==> config.mk <==
export PLATFORM = sky130hd
export DESIGN_NAME = gsl_core
export DESIGN_NICKNAME = d
export VERILOG_FILES = /design/src/design/gsl_pkg.sv /design/src/design/gsl_blink.sv /design/src/design/gsl_evreg.sv /design/src/design/gsl_core.sv
export VERILOG_INCLUDE_DIRS = /design/src /design/src/design
export SDC_FILE = /design/constraint.sdc
export NUM_CORES = 1
export LEC_CHECK = 0
export BUFFER_PORTS_ARGS = -buffer_cell sky130_fd_sc_hd__buf_2
export CAP_MARGIN = 20
export CORE_AREA = 2 2 132 134
export CTS_BUF_LIST = sky130_fd_sc_hd__clkbuf_4 sky130_fd_sc_hd__clkbuf_8
export CTS_CLUSTER_DIAMETER = 80
export DETAILED_ROUTE_END_ITERATION = 16
export DIE_AREA = 0 0 134 136
export HOLD_SLACK_MARGIN = 0.02
export MAX_ROUTING_LAYER = met4
export PLACE_DENSITY = 0.69
export SKIP_LAST_GASP = 1
export SYNTH_ARGS = -nofsm -noshare
export SYNTH_HDL_FRONTEND = slang
export SYNTH_HIERARCHICAL = 1
export SYNTH_SLANG_ARGS = --single-unit
==> constraint.sdc <==
create_clock -name clk -period 3 [get_ports clk]
set_input_delay 0.45 -clock clk [delete_from_list [all_inputs] [get_ports clk]]
set_output_delay 0.45 -clock clk [all_outputs]
set_load 0.01 [all_outputs]
==> src/design/gsl_defs.svh <==
// Offsets, field positions, reset values and timing counts of the gripper
// status and fault block.
// Assumes a 100 MHz system clock and a plain strobe register port.
`ifndef GSL_DEFS_SVH
`define GSL_DEFS_SVH
`define GSL_ADDR_CTRL     8'h00
`define GSL_ADDR_STATUS   8'h04
`define GSL_ADDR_IRQ_STAT 8'h08
`define GSL_ADDR_IRQ_MASK 8'h0C
`define GSL_CTRL_ACK      0
`define GSL_CTRL_IDLE     1
`define GSL_CTRL_RESET    2'h0
`define GSL_MASK_RESET    4'h0
`define GSL_EV_ERR        0
`define GSL_EV_WARN       1
`define GSL_EV_SEL        2
`define GSL_EV_ACK        3
`define GSL_CODE_NONE     4'h0
`define GSL_CODE_OVERTEMP 4'h1
`define GSL_CODE_FAULT    4'h2
`define GSL_CLK_KHZ       100000
`define GSL_SLOW_MS       1200
`define GSL_FAST_MS       600
`define GSL_COM_MS        50
`define GSL_HOLD_MS       100
`define GSL_SLOW_CYC      (`GSL_SLOW_MS * `GSL_CLK_KHZ)
`define GSL_FAST_CYC      (`GSL_FAST_MS * `GSL_CLK_KHZ)
`define GSL_COM_CYC       (`GSL_COM_MS * `GSL_CLK_KHZ)
`define GSL_HOLD_CYC      (`GSL_HOLD_MS * `GSL_CLK_KHZ)
`endif

==> src/design/gsl_pkg.sv <==
// Types shared by the gripper status and fault block.
// Assumes nothing beyond a SystemVerilog compiler.
package gsl_pkg;
   // Operating state, Gray coded along off, ready, warning, error.
   typedef enum logic [1:0] {
      GSL_OFF   = 2'b00,
      GSL_READY = 2'b01,
      GSL_WARN  = 2'b11,
      GSL_ERR   = 2'b10
   } gsl_state_type;
   // Register port request.
   typedef struct packed {
      logic        wr;
      logic        rd;
      logic [7:0]  addr;
      logic [31:0] wdata;
   } gsl_bus_type;
   // Indicator outputs.
   typedef struct packed {
      logic ready;
      logic error;
      logic power;
      logic com;
      logic stat_grn;
      logic stat_red;
   } gsl_led_type;
endpackage

==> src/design/gsl_blink.sv <==
// Square wave generator with equal on and off halves.
// Assumes run is a level from the same clock domain.
`timescale 1ns/10ps
`include "gsl_defs.svh"
module gsl_blink
   import gsl_pkg::*;
#(
   parameter logic [26:0] TOGGLE_CYC = 27'(`GSL_FAST_CYC)
) (
   // Clock, reset, enable.
   input  wire logic clk,
   input  wire logic reset,
   input  wire logic ce,
   // Control and phase.
   input  wire logic run,
   output logic      phase_r
);
   logic [26:0] cnt_r;
   // Count one half period, then invert the phase; idle holds the on phase.
   always_ff @(posedge clk) begin
      if (reset) begin
         cnt_r   <= 27'h000_0000;
         phase_r <= 1'b1;
      end else if (ce) begin
         if (!run) begin
            cnt_r   <= 27'h000_0000;
            phase_r <= 1'b1;
         end else if (cnt_r == TOGGLE_CYC - 27'h000_0001) begin
            cnt_r   <= 27'h000_0000;
            phase_r <= ~phase_r;
         end else begin
            cnt_r <= cnt_r + 27'h000_0001;
         end
      end
   end
endmodule

==> src/design/gsl_evreg.sv <==
// Sticky event bits with write-one-to-clear, a mask and a level interrupt.
// Assumes event pulses and write strobes from the same clock domain.
`timescale 1ns/10ps
`include "gsl_defs.svh"
module gsl_evreg
   import gsl_pkg::*;
(
   // Clock, reset, enable.
   input  wire logic       clk,
   input  wire logic       reset,
   input  wire logic       ce,
   // Events and software access.
   input  wire logic [3:0] ev,
   input  wire logic       wr_stat,
   input  wire logic       wr_mask,
   input  wire logic [3:0] wdata,
   // State and interrupt.
   output logic [3:0]      stat_r,
   output logic [3:0]      mask_r,
   output logic            irq_r
);
   // One sticky bit per event; a new event beats a clear in the same cycle.
   for (genvar i = 0; i < 4; i++) begin : g_bit
      always_ff @(posedge clk) begin
         if (reset) begin
            stat_r[i] <= 1'b0;
         end else if (ce) begin
            if (ev[i]) begin
               stat_r[i] <= 1'b1;
            end else if (wr_stat && wdata[i]) begin
               stat_r[i] <= 1'b0;
            end
         end
      end
   end
   // Mask register.
   always_ff @(posedge clk) begin
      if (reset) begin
         mask_r <= `GSL_MASK_RESET;
      end else if (ce && wr_mask) begin
         mask_r <= wdata;
      end
   end
   // Interrupt level from unmasked sticky bits.
   always_ff @(posedge clk) begin
      if (reset) begin
         irq_r <= 1'b0;
      end else if (ce) begin
         irq_r <= |(stat_r & mask_r);
      end
   end
endmodule

==> src/design/gsl_core.sv <==
// Status indication and over-temperature fault handling of a gripper.
// Assumes all inputs synchronous to clk and a plain strobe register port.
//
// Added by the designer: the placing of the registers and the address-and-strobe port.
`timescale 1ns/10ps
`include "gsl_defs.svh"
module gsl_core
   import gsl_pkg::*;
#(
   parameter logic [26:0] SLOW_TOGGLE_CYC = 27'(`GSL_SLOW_CYC),
   parameter logic [26:0] FAST_TOGGLE_CYC = 27'(`GSL_FAST_CYC),
   parameter logic [26:0] COM_TOGGLE_CYC  = 27'(`GSL_COM_CYC),
   parameter logic [26:0] COM_HOLD_CYC    = 27'(`GSL_HOLD_CYC)
) (
   // Clock, reset, enable.
   input  wire logic        clk,
   input  wire logic        reset,
   input  wire logic        ce,
   // Supply and sensing.
   input  wire logic        supply_ok,
   input  wire logic        logic_v_ok,
   input  wire logic        act_v_ok,
   input  wire logic        electronics_ok,
   input  wire logic        ot_warn,
   input  wire logic        ot_err,
   input  wire logic        sel_between,
   input  wire logic        ext_fault,
   input  wire logic        link_activity,
   // Controller commands.
   input  wire logic        cmd_open,
   input  wire logic        cmd_close,
   // Motor side.
   output logic             drv_open_r,
   output logic             drv_close_r,
   output logic             cur_limit_r,
   // Indicators and fault report.
   output gsl_led_type      led_r,
   output logic             err_msg_valid_r,
   output logic [3:0]       err_code_r,
   // Register port.
   input  wire gsl_bus_type bus,
   output logic [31:0]      rd_data_r,
   // Interrupt.
   output logic             irq
);
   ////////////////////////////////////////////////////////////////////////
   // Declarations.
   gsl_state_type state_r;
   gsl_state_type state_nxt;
   logic          err_r;
   logic          err_nxt;
   logic          warn_r;
   logic          sel_r;
   logic [1:0]    ctrl_r;
   logic          sw_ack_r;
   logic [26:0]   hold_r;
   logic          com_active;
   logic          ack_req;
   logic          ack_ok;
   logic          slow_ph;
   logic          fast_ph;
   logic          com_ph;
   logic          any_fault;
   logic [3:0]    ev;
   logic [3:0]    irq_stat;
   logic [3:0]    irq_mask;
   logic          wr_ctrl;
   logic          wr_stat;
   logic          wr_mask;

   ////////////////////////////////////////////////////////////////////////
   // Register port decode.
   always_comb begin
      wr_ctrl = 1'b0;
      wr_stat = 1'b0;
      wr_mask = 1'b0;
      if (bus.wr && bus.addr == `GSL_ADDR_CTRL) begin
         wr_ctrl = 1'b1;
      end else if (bus.wr && bus.addr == `GSL_ADDR_IRQ_STAT) begin
         wr_stat = 1'b1;
      end else if (bus.wr && bus.addr == `GSL_ADDR_IRQ_MASK) begin
         wr_mask = 1'b1;
      end
   end

   // Control register: stored idle bit, self-clearing acknowledge pulse.
   always_ff @(posedge clk) begin
      if (reset) begin
         ctrl_r   <= `GSL_CTRL_RESET;
         sw_ack_r <= 1'b0;
      end else if (ce) begin
         sw_ack_r <= wr_ctrl && bus.wdata[`GSL_CTRL_ACK];
         if (wr_ctrl) begin
            ctrl_r <= bus.wdata[1:0] & 2'h2;
         end
      end
   end

   // Read data valid only in the cycle after the read strobe.
   always_ff @(posedge clk) begin
      if (reset) begin
         rd_data_r <= 32'h0000_0000;
      end else if (ce) begin
         rd_data_r <= 32'h0000_0000;
         if (bus.rd) begin
            if (bus.addr == `GSL_ADDR_CTRL) begin
               rd_data_r <= {30'h0000_0000, ctrl_r};
            end else if (bus.addr == `GSL_ADDR_STATUS) begin
               rd_data_r <= {24'h00_0000, com_active, supply_ok, state_r,
                             cur_limit_r, sel_r, warn_r, err_r};
            end else if (bus.addr == `GSL_ADDR_IRQ_STAT) begin
               rd_data_r <= {28'h000_0000, irq_stat};
            end else if (bus.addr == `GSL_ADDR_IRQ_MASK) begin
               rd_data_r <= {28'h000_0000, irq_mask};
            end
         end
      end
   end

   ////////////////////////////////////////////////////////////////////////
   // Fault latch.
   // Acknowledge is both commands high together, or the software pulse.
   assign ack_req = (cmd_open && cmd_close) || sw_ack_r;
   // An acknowledge counts only once the error condition is gone.
   assign ack_ok  = ack_req && !ot_err && err_r;

   // Supply loss clears; a live error sets and beats any acknowledge.
   always_comb begin
      err_nxt = err_r;
      if (!supply_ok) begin
         err_nxt = 1'b0;
      end else if (ot_err) begin
         err_nxt = 1'b1;
      end else if (ack_ok) begin
         err_nxt = 1'b0;
      end
   end

   always_ff @(posedge clk) begin
      if (reset) begin
         err_r  <= 1'b0;
         warn_r <= 1'b0;
         sel_r  <= 1'b0;
      end else if (ce) begin
         err_r  <= err_nxt;
         warn_r <= ot_warn && supply_ok;
         sel_r  <= sel_between && supply_ok;
      end
   end

   ////////////////////////////////////////////////////////////////////////
   // Operating state.
   always_comb begin
      state_nxt = state_r;
      case (state_r)
         GSL_OFF: begin
            if (supply_ok) begin
               state_nxt = GSL_READY;
            end
         end
         GSL_READY: begin
            if (!supply_ok) begin
               state_nxt = GSL_OFF;
            end else if (err_nxt) begin
               state_nxt = GSL_ERR;
            end else if (ot_warn) begin
               state_nxt = GSL_WARN;
            end
         end
         GSL_WARN: begin
            if (!supply_ok) begin
               state_nxt = GSL_OFF;
            end else if (err_nxt) begin
               state_nxt = GSL_ERR;
            end else if (!ot_warn) begin
               state_nxt = GSL_READY;
            end
         end
         GSL_ERR: begin
            if (!supply_ok) begin
               state_nxt = GSL_OFF;
            end else if (!err_nxt) begin
               state_nxt = ot_warn ? GSL_WARN : GSL_READY;
            end
         end
         default: begin
            state_nxt = GSL_OFF;
         end
      endcase
   end

   always_ff @(posedge clk) begin
      if (reset) begin
         state_r <= GSL_OFF;
      end else if (ce) begin
         state_r <= state_nxt;
      end
   end

   ////////////////////////////////////////////////////////////////////////
   // Motor side: commands gated while an error is pending.
   always_ff @(posedge clk) begin
      if (reset) begin
         drv_open_r  <= 1'b0;
         drv_close_r <= 1'b0;
         cur_limit_r <= 1'b0;
      end else if (ce) begin
         // Both high is an acknowledge, never a move.
         drv_open_r  <= cmd_open && !cmd_close && !err_nxt
                        && !ctrl_r[`GSL_CTRL_IDLE] && supply_ok;
         drv_close_r <= cmd_close && !cmd_open && !err_nxt
                        && !ctrl_r[`GSL_CTRL_IDLE] && supply_ok;
         cur_limit_r <= ot_warn && supply_ok;
      end
   end

   ////////////////////////////////////////////////////////////////////////
   // Blink sources.
   gsl_blink #(.TOGGLE_CYC(SLOW_TOGGLE_CYC)) u_slow (
      .clk     (clk),
      .reset   (reset),
      .ce      (ce),
      .run     (err_r),
      .phase_r (slow_ph)
   );
   gsl_blink #(.TOGGLE_CYC(FAST_TOGGLE_CYC)) u_fast (
      .clk     (clk),
      .reset   (reset),
      .ce      (ce),
      .run     (sel_r),
      .phase_r (fast_ph)
   );
   gsl_blink #(.TOGGLE_CYC(COM_TOGGLE_CYC)) u_com (
      .clk     (clk),
      .reset   (reset),
      .ce      (ce),
      .run     (com_active),
      .phase_r (com_ph)
   );

   // Link traffic keeps the activity window open for a hold time.
   always_ff @(posedge clk) begin
      if (reset) begin
         hold_r <= 27'h000_0000;
      end else if (ce) begin
         if (link_activity && supply_ok) begin
            hold_r <= COM_HOLD_CYC;
         end else if (hold_r != 27'h000_0000) begin
            hold_r <= hold_r - 27'h000_0001;
         end
      end
   end
   assign com_active = (hold_r != 27'h000_0000);

   ////////////////////////////////////////////////////////////////////////
   // Indicators.
   assign any_fault = err_r || ext_fault;

   always_ff @(posedge clk) begin
      if (reset) begin
         led_r <= '0;
      end else if (ce) begin
         led_r.ready <= supply_ok;
         // Error blink over selector blink over steady warning.
         if (err_r) begin
            led_r.error <= slow_ph;
         end else if (sel_r) begin
            led_r.error <= fast_ph;
         end else begin
            led_r.error <= warn_r;
         end
         led_r.power    <= supply_ok && logic_v_ok && act_v_ok;
         led_r.com      <= com_active && com_ph;
         led_r.stat_grn <= supply_ok && electronics_ok && !any_fault;
         led_r.stat_red <= supply_ok && electronics_ok && any_fault;
      end
   end

   // Fault report toward the serial link.
   always_ff @(posedge clk) begin
      if (reset) begin
         err_msg_valid_r <= 1'b0;
         err_code_r      <= `GSL_CODE_NONE;
      end else if (ce) begin
         err_msg_valid_r <= supply_ok && any_fault;
         if (!supply_ok || !any_fault) begin
            err_code_r <= `GSL_CODE_NONE;
         end else if (err_r) begin
            err_code_r <= `GSL_CODE_OVERTEMP;
         end else begin
            err_code_r <= `GSL_CODE_FAULT;
         end
      end
   end

   ////////////////////////////////////////////////////////////////////////
   // Interrupt events and status.
   always_comb begin
      ev = 4'h0;
      ev[`GSL_EV_ERR]  = err_nxt && !err_r;
      ev[`GSL_EV_WARN] = ot_warn && supply_ok && !warn_r;
      ev[`GSL_EV_SEL]  = sel_between && supply_ok && !sel_r;
      ev[`GSL_EV_ACK]  = err_r && !err_nxt && supply_ok;
   end

   gsl_evreg u_evreg (
      .clk     (clk),
      .reset   (reset),
      .ce      (ce),
      .ev      (ev),
      .wr_stat (wr_stat),
      .wr_mask (wr_mask),
      .wdata   (bus.wdata[3:0]),
      .stat_r  (irq_stat),
      .mask_r  (irq_mask),
      .irq_r   (irq)
   );
endmodule

==> run summary, run 1 <==
Arr. time, crit path = 3.03 ns
Row count = 48
Synthesis Warnings = 6
Min cycle time layout = 2.69 ns
CTS buffer count = 17
Fillers = 1668
CTS tree = built
Root Driver = clkbuf_8
Routed via count = 6404
Initial core utilization = 0.442
Fin. Hold Viols = 0
Drt drc = 0
Relative slew slack = 0.476
Syn Inst Count = 891
Non-Filler Instances = 1172
Max Cap Viol = 0
IR drop worst, VDD = 0.465 mV
Leakage Power = 2.89 nW
Routed WL per cell = 14.2 um
GPL Wtd Cong = 0.882
Post-DP HPWL = 11700 um
Critical-path maximum fanout = 16
WS Path Type = reg -> reg
Die Height = 136 um
PortBufs = 48
Most common cell after layout, fill and taps aside = dfxtp_1
CTS HTree Levels = 4
Nets = 992
Placed Area = 0.00783 sq mm
GRT overflow = 0
Crit. End Element = flop
Final setup fails = 0
Post-CTS sizing = 0
Post-synthesis register bit count = 146
Final WL = 16600 um
CTS max path bufs = 2
Count of hold-fix buffers inserted at cts = 0
Setup ws final = 0.311 ns
Starting DRC count in detailed routing = 365
Slew @ Worst Pin = 0.782 ns
Fmax achieved = 0.372 GHz
Largest net degree at the start of global routing = 33
Setup bufs post-CTS = 0
Sequential fraction of the synthesis area = 0.391
Ports = 103
Die width = 134 um
Global-route wire length before repair = 27900 um
Share of cells above drive strength 1 = 0.149
ANT nets after route = 0
Antenna violations before repair = 2
Clk_lat worst skew = 0.46 ns
EDFF count, synth = 0
Vias/cell = 5.46
Clk slew on worst S/H paths = 0.08 ns
Tot GR Track Use = 0.194
Final clock skew = 0.0125 ns
Synthesized area = 0.00747 sq mm
Design area = 0.00825 sq mm
RSZ-0062 raised after global routing = false
Area Overhead vs Synth = 10.5%
TritonRoute pass-1 iters = 4
Die ar. = 0.0182 sq mm
Fin crit share = 0.896
Syn avg cell area = 8.38 sq um
Core Region = 0.0169 sq mm
Most frequent cells in the layout = dfxtp_1, nor2_1, nand2_1
Clock sink total = 146
Fraction of registers with async set/reset = 0
Number of global-route vias before repair = 5851
Dpl ws = 0.346 ns
Pwr per Cell Area = 552 mW/mm^2
Netlist cell types = 78
Sum Neg Setup Slack = 0 ns
Status = completed
Final Slew Violations = 0
Hold Crit Class = in -> reg
Top_reg_cell synth = dfxtp_1
Setup crit start kind = flop
Placed cell count = 1138
CP required = 3.34 ns
-- stage by stage --
step	utilization	hold WS (ns)	power [mW]
after detailed placement	0.464	0.445	2.95
after global routing	0.489	0.230	4.80
after global placement	0.464	0.435	2.94
after CTS	0.489	0.232	4.60
after floorplan	-	0.444	2.79
final	0.489	0.258	4.55
-- power by group --
| group | switching (mW) | total, mW | internal [mW] |
|---|---|---|---|
| clock | 0.771 | 1.64 | 0.865 |
| combinational | 0.473 | 0.793 | 0.320 |
| sequential | 0.0982 | 2.12 | 2.02 |
| total | 1.34 | 4.55 | 3.21 |
-- synthesized netlist by cell type (all sizes together), types with 2 or more instances --
library cell  count  area share
a31o              2      0.0023
o211a             2      0.0027
nand3b            4      0.0040
buf              41       0.039
nor4b             6      0.0070
o211ai            4      0.0047
mux2i             9       0.012
or4b              3      0.0040
o32ai             2      0.0023
dfxtp           146        0.39
inv              20       0.010
or4              28       0.030
nor2b             9      0.0075
a211o             2      0.0023
or2               8      0.0067
nand2            66       0.033
a31oi             8      0.0067
nand3            57       0.040
a21oi            62       0.042
and3             14       0.012
nor2            100       0.052
nand4            36       0.032
xnor2            21       0.025
clkbuf           27       0.014
o41ai             2      0.0023
a21o              2      0.0020
o21ai            25       0.017
nand4b            2      0.0023
o31ai            19       0.023
xor2             36       0.042
a22oi             6      0.0060
o2111ai           2      0.0023
and4              8      0.0096
o311ai            5      0.0069
nand2b           19       0.016
or3              19       0.018
nor3             24       0.018
and2              4      0.0037
ha                4      0.0067
o311a             4      0.0054
nor4             20       0.020
-- path summary, 6_finish.rpt --
kind	slack (ns)	startpoint	endpoint	depth (start not counted)
max	0.31	hold_r[21]	u_com/cnt_r[20]	8
min	0.26	bus[2]	u_evreg/mask_r[2]	3
max reg2reg	0.31	hold_r[21]	u_com/cnt_r[20]	8
min reg2reg	0.46	rd_data_r[0]	rd_data_r[0]	2
-- per-layer routing --
| metal | track usage | vias to the layer above | share of wire | wire, um |
|---|---|---|---|---|
| li1 | - | 3274 | - | - |
| met1 | 0.242 | 3031 | 0.47 | 7870 |
| met2 | 0.307 | 90 | 0.48 | 7960 |
| met3 | 0.0444 | 9 | 0.040 | 671 |
| met4 | 0.0721 | 0 | 0.0067 | 111 |
| met5 | - | - | 0 | 0 |
-- registers in the layout, indices dropped and copies added (netlist names), 2 cells and up --
register and cells:
hold_r 27, u_com/cnt_r 27, u_fast/cnt_r 27, u_slow/cnt_r 27
rd_data_r 8, led_r 6, u_evreg/mask_r 4, u_evreg/stat_r 4
err_code_r 2, state_r 2
-- cells by family after synthesis --
family | share of synthesized area
multiplexers | 0.0141
adder cells (fa/ha/maj) | 0.00670
AO/OA/AOI/OAI | 0.136
other | 0.000502
XOR/XNOR | 0.0669
buffers and inverters | 0.0628
AND/OR/NAND/NOR | 0.321
flip-flops | 0.391
-- layout make-up --
class	instances	area, sq um	area share
Clock inverter	12	156	0.0190
Timing Repair Buffer	65	380	0.0461
Antenna cell	2	5.00	0.000607
Sequential cell	146	2920	0.354
Multi-Input combinational cell	682	4170	0.505
Inverter	20	75.1	0.00910
Clock buffer	20	263	0.0318
Tap cell	225	282	0.0341
-- worst max-delay path, stage by stage (launching register included) --
cell and delay (ns):
dfxtp_1 0.34, or4_1 0.58, or4_4 0.50, or3_1 0.42, nor2b_1 0.16, nor2_1 0.06, o31ai_2 0.22, buf_12 0.23
a21oi_1 0.05
Power figures use the tool's default switching activity.
==> inputs of run 2 (changes only) <==
- PLACE_DENSITY: 0.69 -> not set
==> run 2 against run 1 <==
  * Via count fell by 0.64%
  * Sequential power about the same
  * Final area grew 0.83%
  * Sequential cell count did not move
  * Register-to-register slack about the same
  * Worst hold slack gained 0.024 ns
  * First-iteration DRC count fell by 9.3%
  * Critical path type unchanged
  * Critical endpoint is now u_com/cnt_r[26]
  * Largest power group unchanged
  * Highest routed layer unchanged
==> run summary, run 2 (same netlist as run 1, synthesis figures left out) <==
Status = completed
Pwr per Cell Area = 574 mW/mm^2 (+4.0%)
Drt drc = 0 (unchanged)
CTS max path bufs = 2 (unchanged)
Setup crit start kind = flop
Fin crit share = 0.901 (+0.00472)
WS Path Type = reg -> reg
Clock sink total = 146 (unchanged)
Internal = 3.44 mW (+7.1%)
Hold EP = u_evreg/mask_r[3]
FF-to-FF path depth = 8 (unchanged)
Number of global-route vias before repair = 5884 (+0.56%)
Non-Filler Instances = 1172 (unchanged)
CP required = 3.33 ns (about the same)
Worst R2R Setup Slack = 0.30 ns (about the same)
Crit. End Element = flop
Root Driver = clkbuf_8
TritonRoute pass-1 iters = 5 (+1)
Min cycle time layout = 2.70 ns (+0.0141 ns)
Routed via count = 6363 (-0.64%)
Critical-path maximum fanout = 16 (unchanged)
Relative slew slack = 0.507 (+0.0310)
Fin. Hold Viols = 0 (unchanged)
Tot GR Track Use = 0.202 (+0.00789)
Ports = 103 (unchanged)
RSZ-0062 raised after global routing = false
Initial core utilization = 0.442 (unchanged)
ANT nets after route = 0 (unchanged)
Die width = 134 um (unchanged)
Worst flop-to-flop path startpoint = hold_r[21]
Routed WL per cell = 14.7 um (+3.8%)
Sum Neg Setup Slack = 0 ns (unchanged)
CTS buffer count = 17 (unchanged)
CTS tree = built
Leakage Power = 2.93 nW (+1.3%)
Row count = 48 (unchanged)
Die Height = 136 um (unchanged)
Most common cell after layout, fill and taps aside = dfxtp_1
Clk network pwr share = 0.389 (+0.030)
Slew @ Worst Pin = 0.736 ns (-0.0463 ns)
Share of cells above drive strength 1 = 0.150 (+0.000899)
Post-CTS sizing = 0 (unchanged)
Global-route wire length before repair = 29000 um (+4.0%)
Clk slew on worst S/H paths = 0.08 ns (about the same)
CTS HTree Levels = 4 (unchanged)
Die ar. = 0.0182 sq mm (unchanged)
Switching power total = 1.34 mW (-0.45%)
Final WL = 17200 um (+3.8%)
Sw frac = 0.280 (-0.0151)
GRT overflow = 0 (unchanged)
Fmax achieved = 0.370 GHz (-0.52%)
Vias/cell = 5.43 (-0.64%)
FF-to-FF End = u_com/cnt_r[26]
WHS Path Cells = 3 (unchanged)
Share of power burned in registers = 0.445 (-0.021)
Antenna violations before repair = 0 (-2)
Core Region = 0.0169 sq mm (unchanged)
Area Overhead vs Synth = 11.4%
Max Cap Viol = 0 (unchanged)
Nets = 993 (+0.10%)
Final setup fails = 0 (unchanged)
Most frequent cells in the layout = dfxtp_1, nor2_1, nand2_1
Logic pwr share = 0.167 (-0.007)
Placed cell count = 1139 (+0.088%)
Final clock skew = 0.0123 ns (-0.000159 ns)
GPL Wtd Cong = 0.856 (-3.0%)
IR drop worst, VDD = 0.420 mV (-9.5%)
Starting DRC count in detailed routing = 331 (-9.3%)
Largest net degree at the start of global routing = 30 (-9.1%)
PortBufs = 48 (unchanged)
Hold Crit Class = in -> reg
Setup bufs post-CTS = 0 (unchanged)
Hold Path Origin = bus[3]
Count of hold-fix buffers inserted at cts = 0 (unchanged)
Post-DP HPWL = 12100 um (+3.1%)
Final Slew Violations = 0 (unchanged)
Clk_lat worst skew = 0.44 ns (-0.02 ns)
Arr. time, crit path = 3.03 ns (about the same)
run 2: cell count changes in the layout (fill, tap and decap cells not counted), sizes merged, moves of 2 or more:
cell    change
bufinv      +3
clkbuf      -2
clkinv      +2
inv         -2
run 2: how the worst max path moves through the flow:
stage | start | end | slack [ns] | cells past startpoint
4_1_cts | hold_r[21] | u_com/cnt_r[26] | 0.30 | 8
6_report | hold_r[21] | u_com/cnt_r[26] | 0.30 | 8
5_1_grt | hold_r[21] | u_com/cnt_r[16] | 0.16 | 8
2_1_floorplan | hold_r[12] | u_com/cnt_r[24] | 0.45 | 10
3_5_place_dp | hold_r[21] | u_com/cnt_r[16] | 0.33 | 8
3_3_place_gp | hold_r[21] | u_com/cnt_r[16] | 0.36 | 8
run 2: metrics by stage:
| step | util | instance area, sq um | total power [mW] | hold WS [ns] | worst slack [ns] |
|---|---|---|---|---|---|
| CTS | 0.493 | 8320 | 4.83 | 0.252 | 0.296 |
| floorplan | - | 7560 | 2.79 | 0.444 | 0.449 |
| global placement | 0.464 | 7840 | 2.95 | 0.451 | 0.358 |
| detailed placement | 0.464 | 7840 | 2.96 | 0.458 | 0.331 |
| global route | 0.493 | 8320 | 5.03 | 0.262 | 0.157 |
| finish | 0.493 | 8320 | 4.78 | 0.283 | 0.297 |
run 2: layout make-up:
| type | instances | area, sq um |
|---|---|---|
| Tap cell | 225 | 282 |
| Sequential cell | 146 | 2920 |
| Clock buffer | 18 | 248 |
| Antenna cell | 1 | 2.50 |
| Fill cell | 1657 | 8560 |
| Multi-Input combinational cell | 682 | 4170 |
| Clock inverter | 14 | 235 |
| Timing Repair Buffer | 66 | 388 |
| Inverter | 20 | 75.1 |
run 2: power by group through the flow:
stage / registers, mW / logic (mW) / clock network, mW
2_1_floorplan: 2.14 / 0.646 / 0
3_3_place_gp: 2.17 / 0.786 / 0
3_5_place_dp: 2.17 / 0.794 / 0
4_1_cts: 2.12 / 0.800 / 1.91
5_1_grt: 2.14 / 0.893 / 1.99
6_report: 2.12 / 0.796 / 1.86
run 2: metal layers:
layer  GRT usage  part of all wire  wire [um]
met5           -                 0          0
met4      0.0514            0.0088        151
met3      0.0451             0.038        654
met2       0.318              0.46       7950
met1       0.263              0.49       8480
run 2: worst max-delay path: stages, from the launching register on:
cell and delay (ns):
dfxtp_1 0.34, or4_1 0.58, or4_4 0.50, or3_1 0.42
nor2b_1 0.16, nor2_1 0.07, o31ai_2 0.22, buf_12 0.23
a21oi_1 0.05
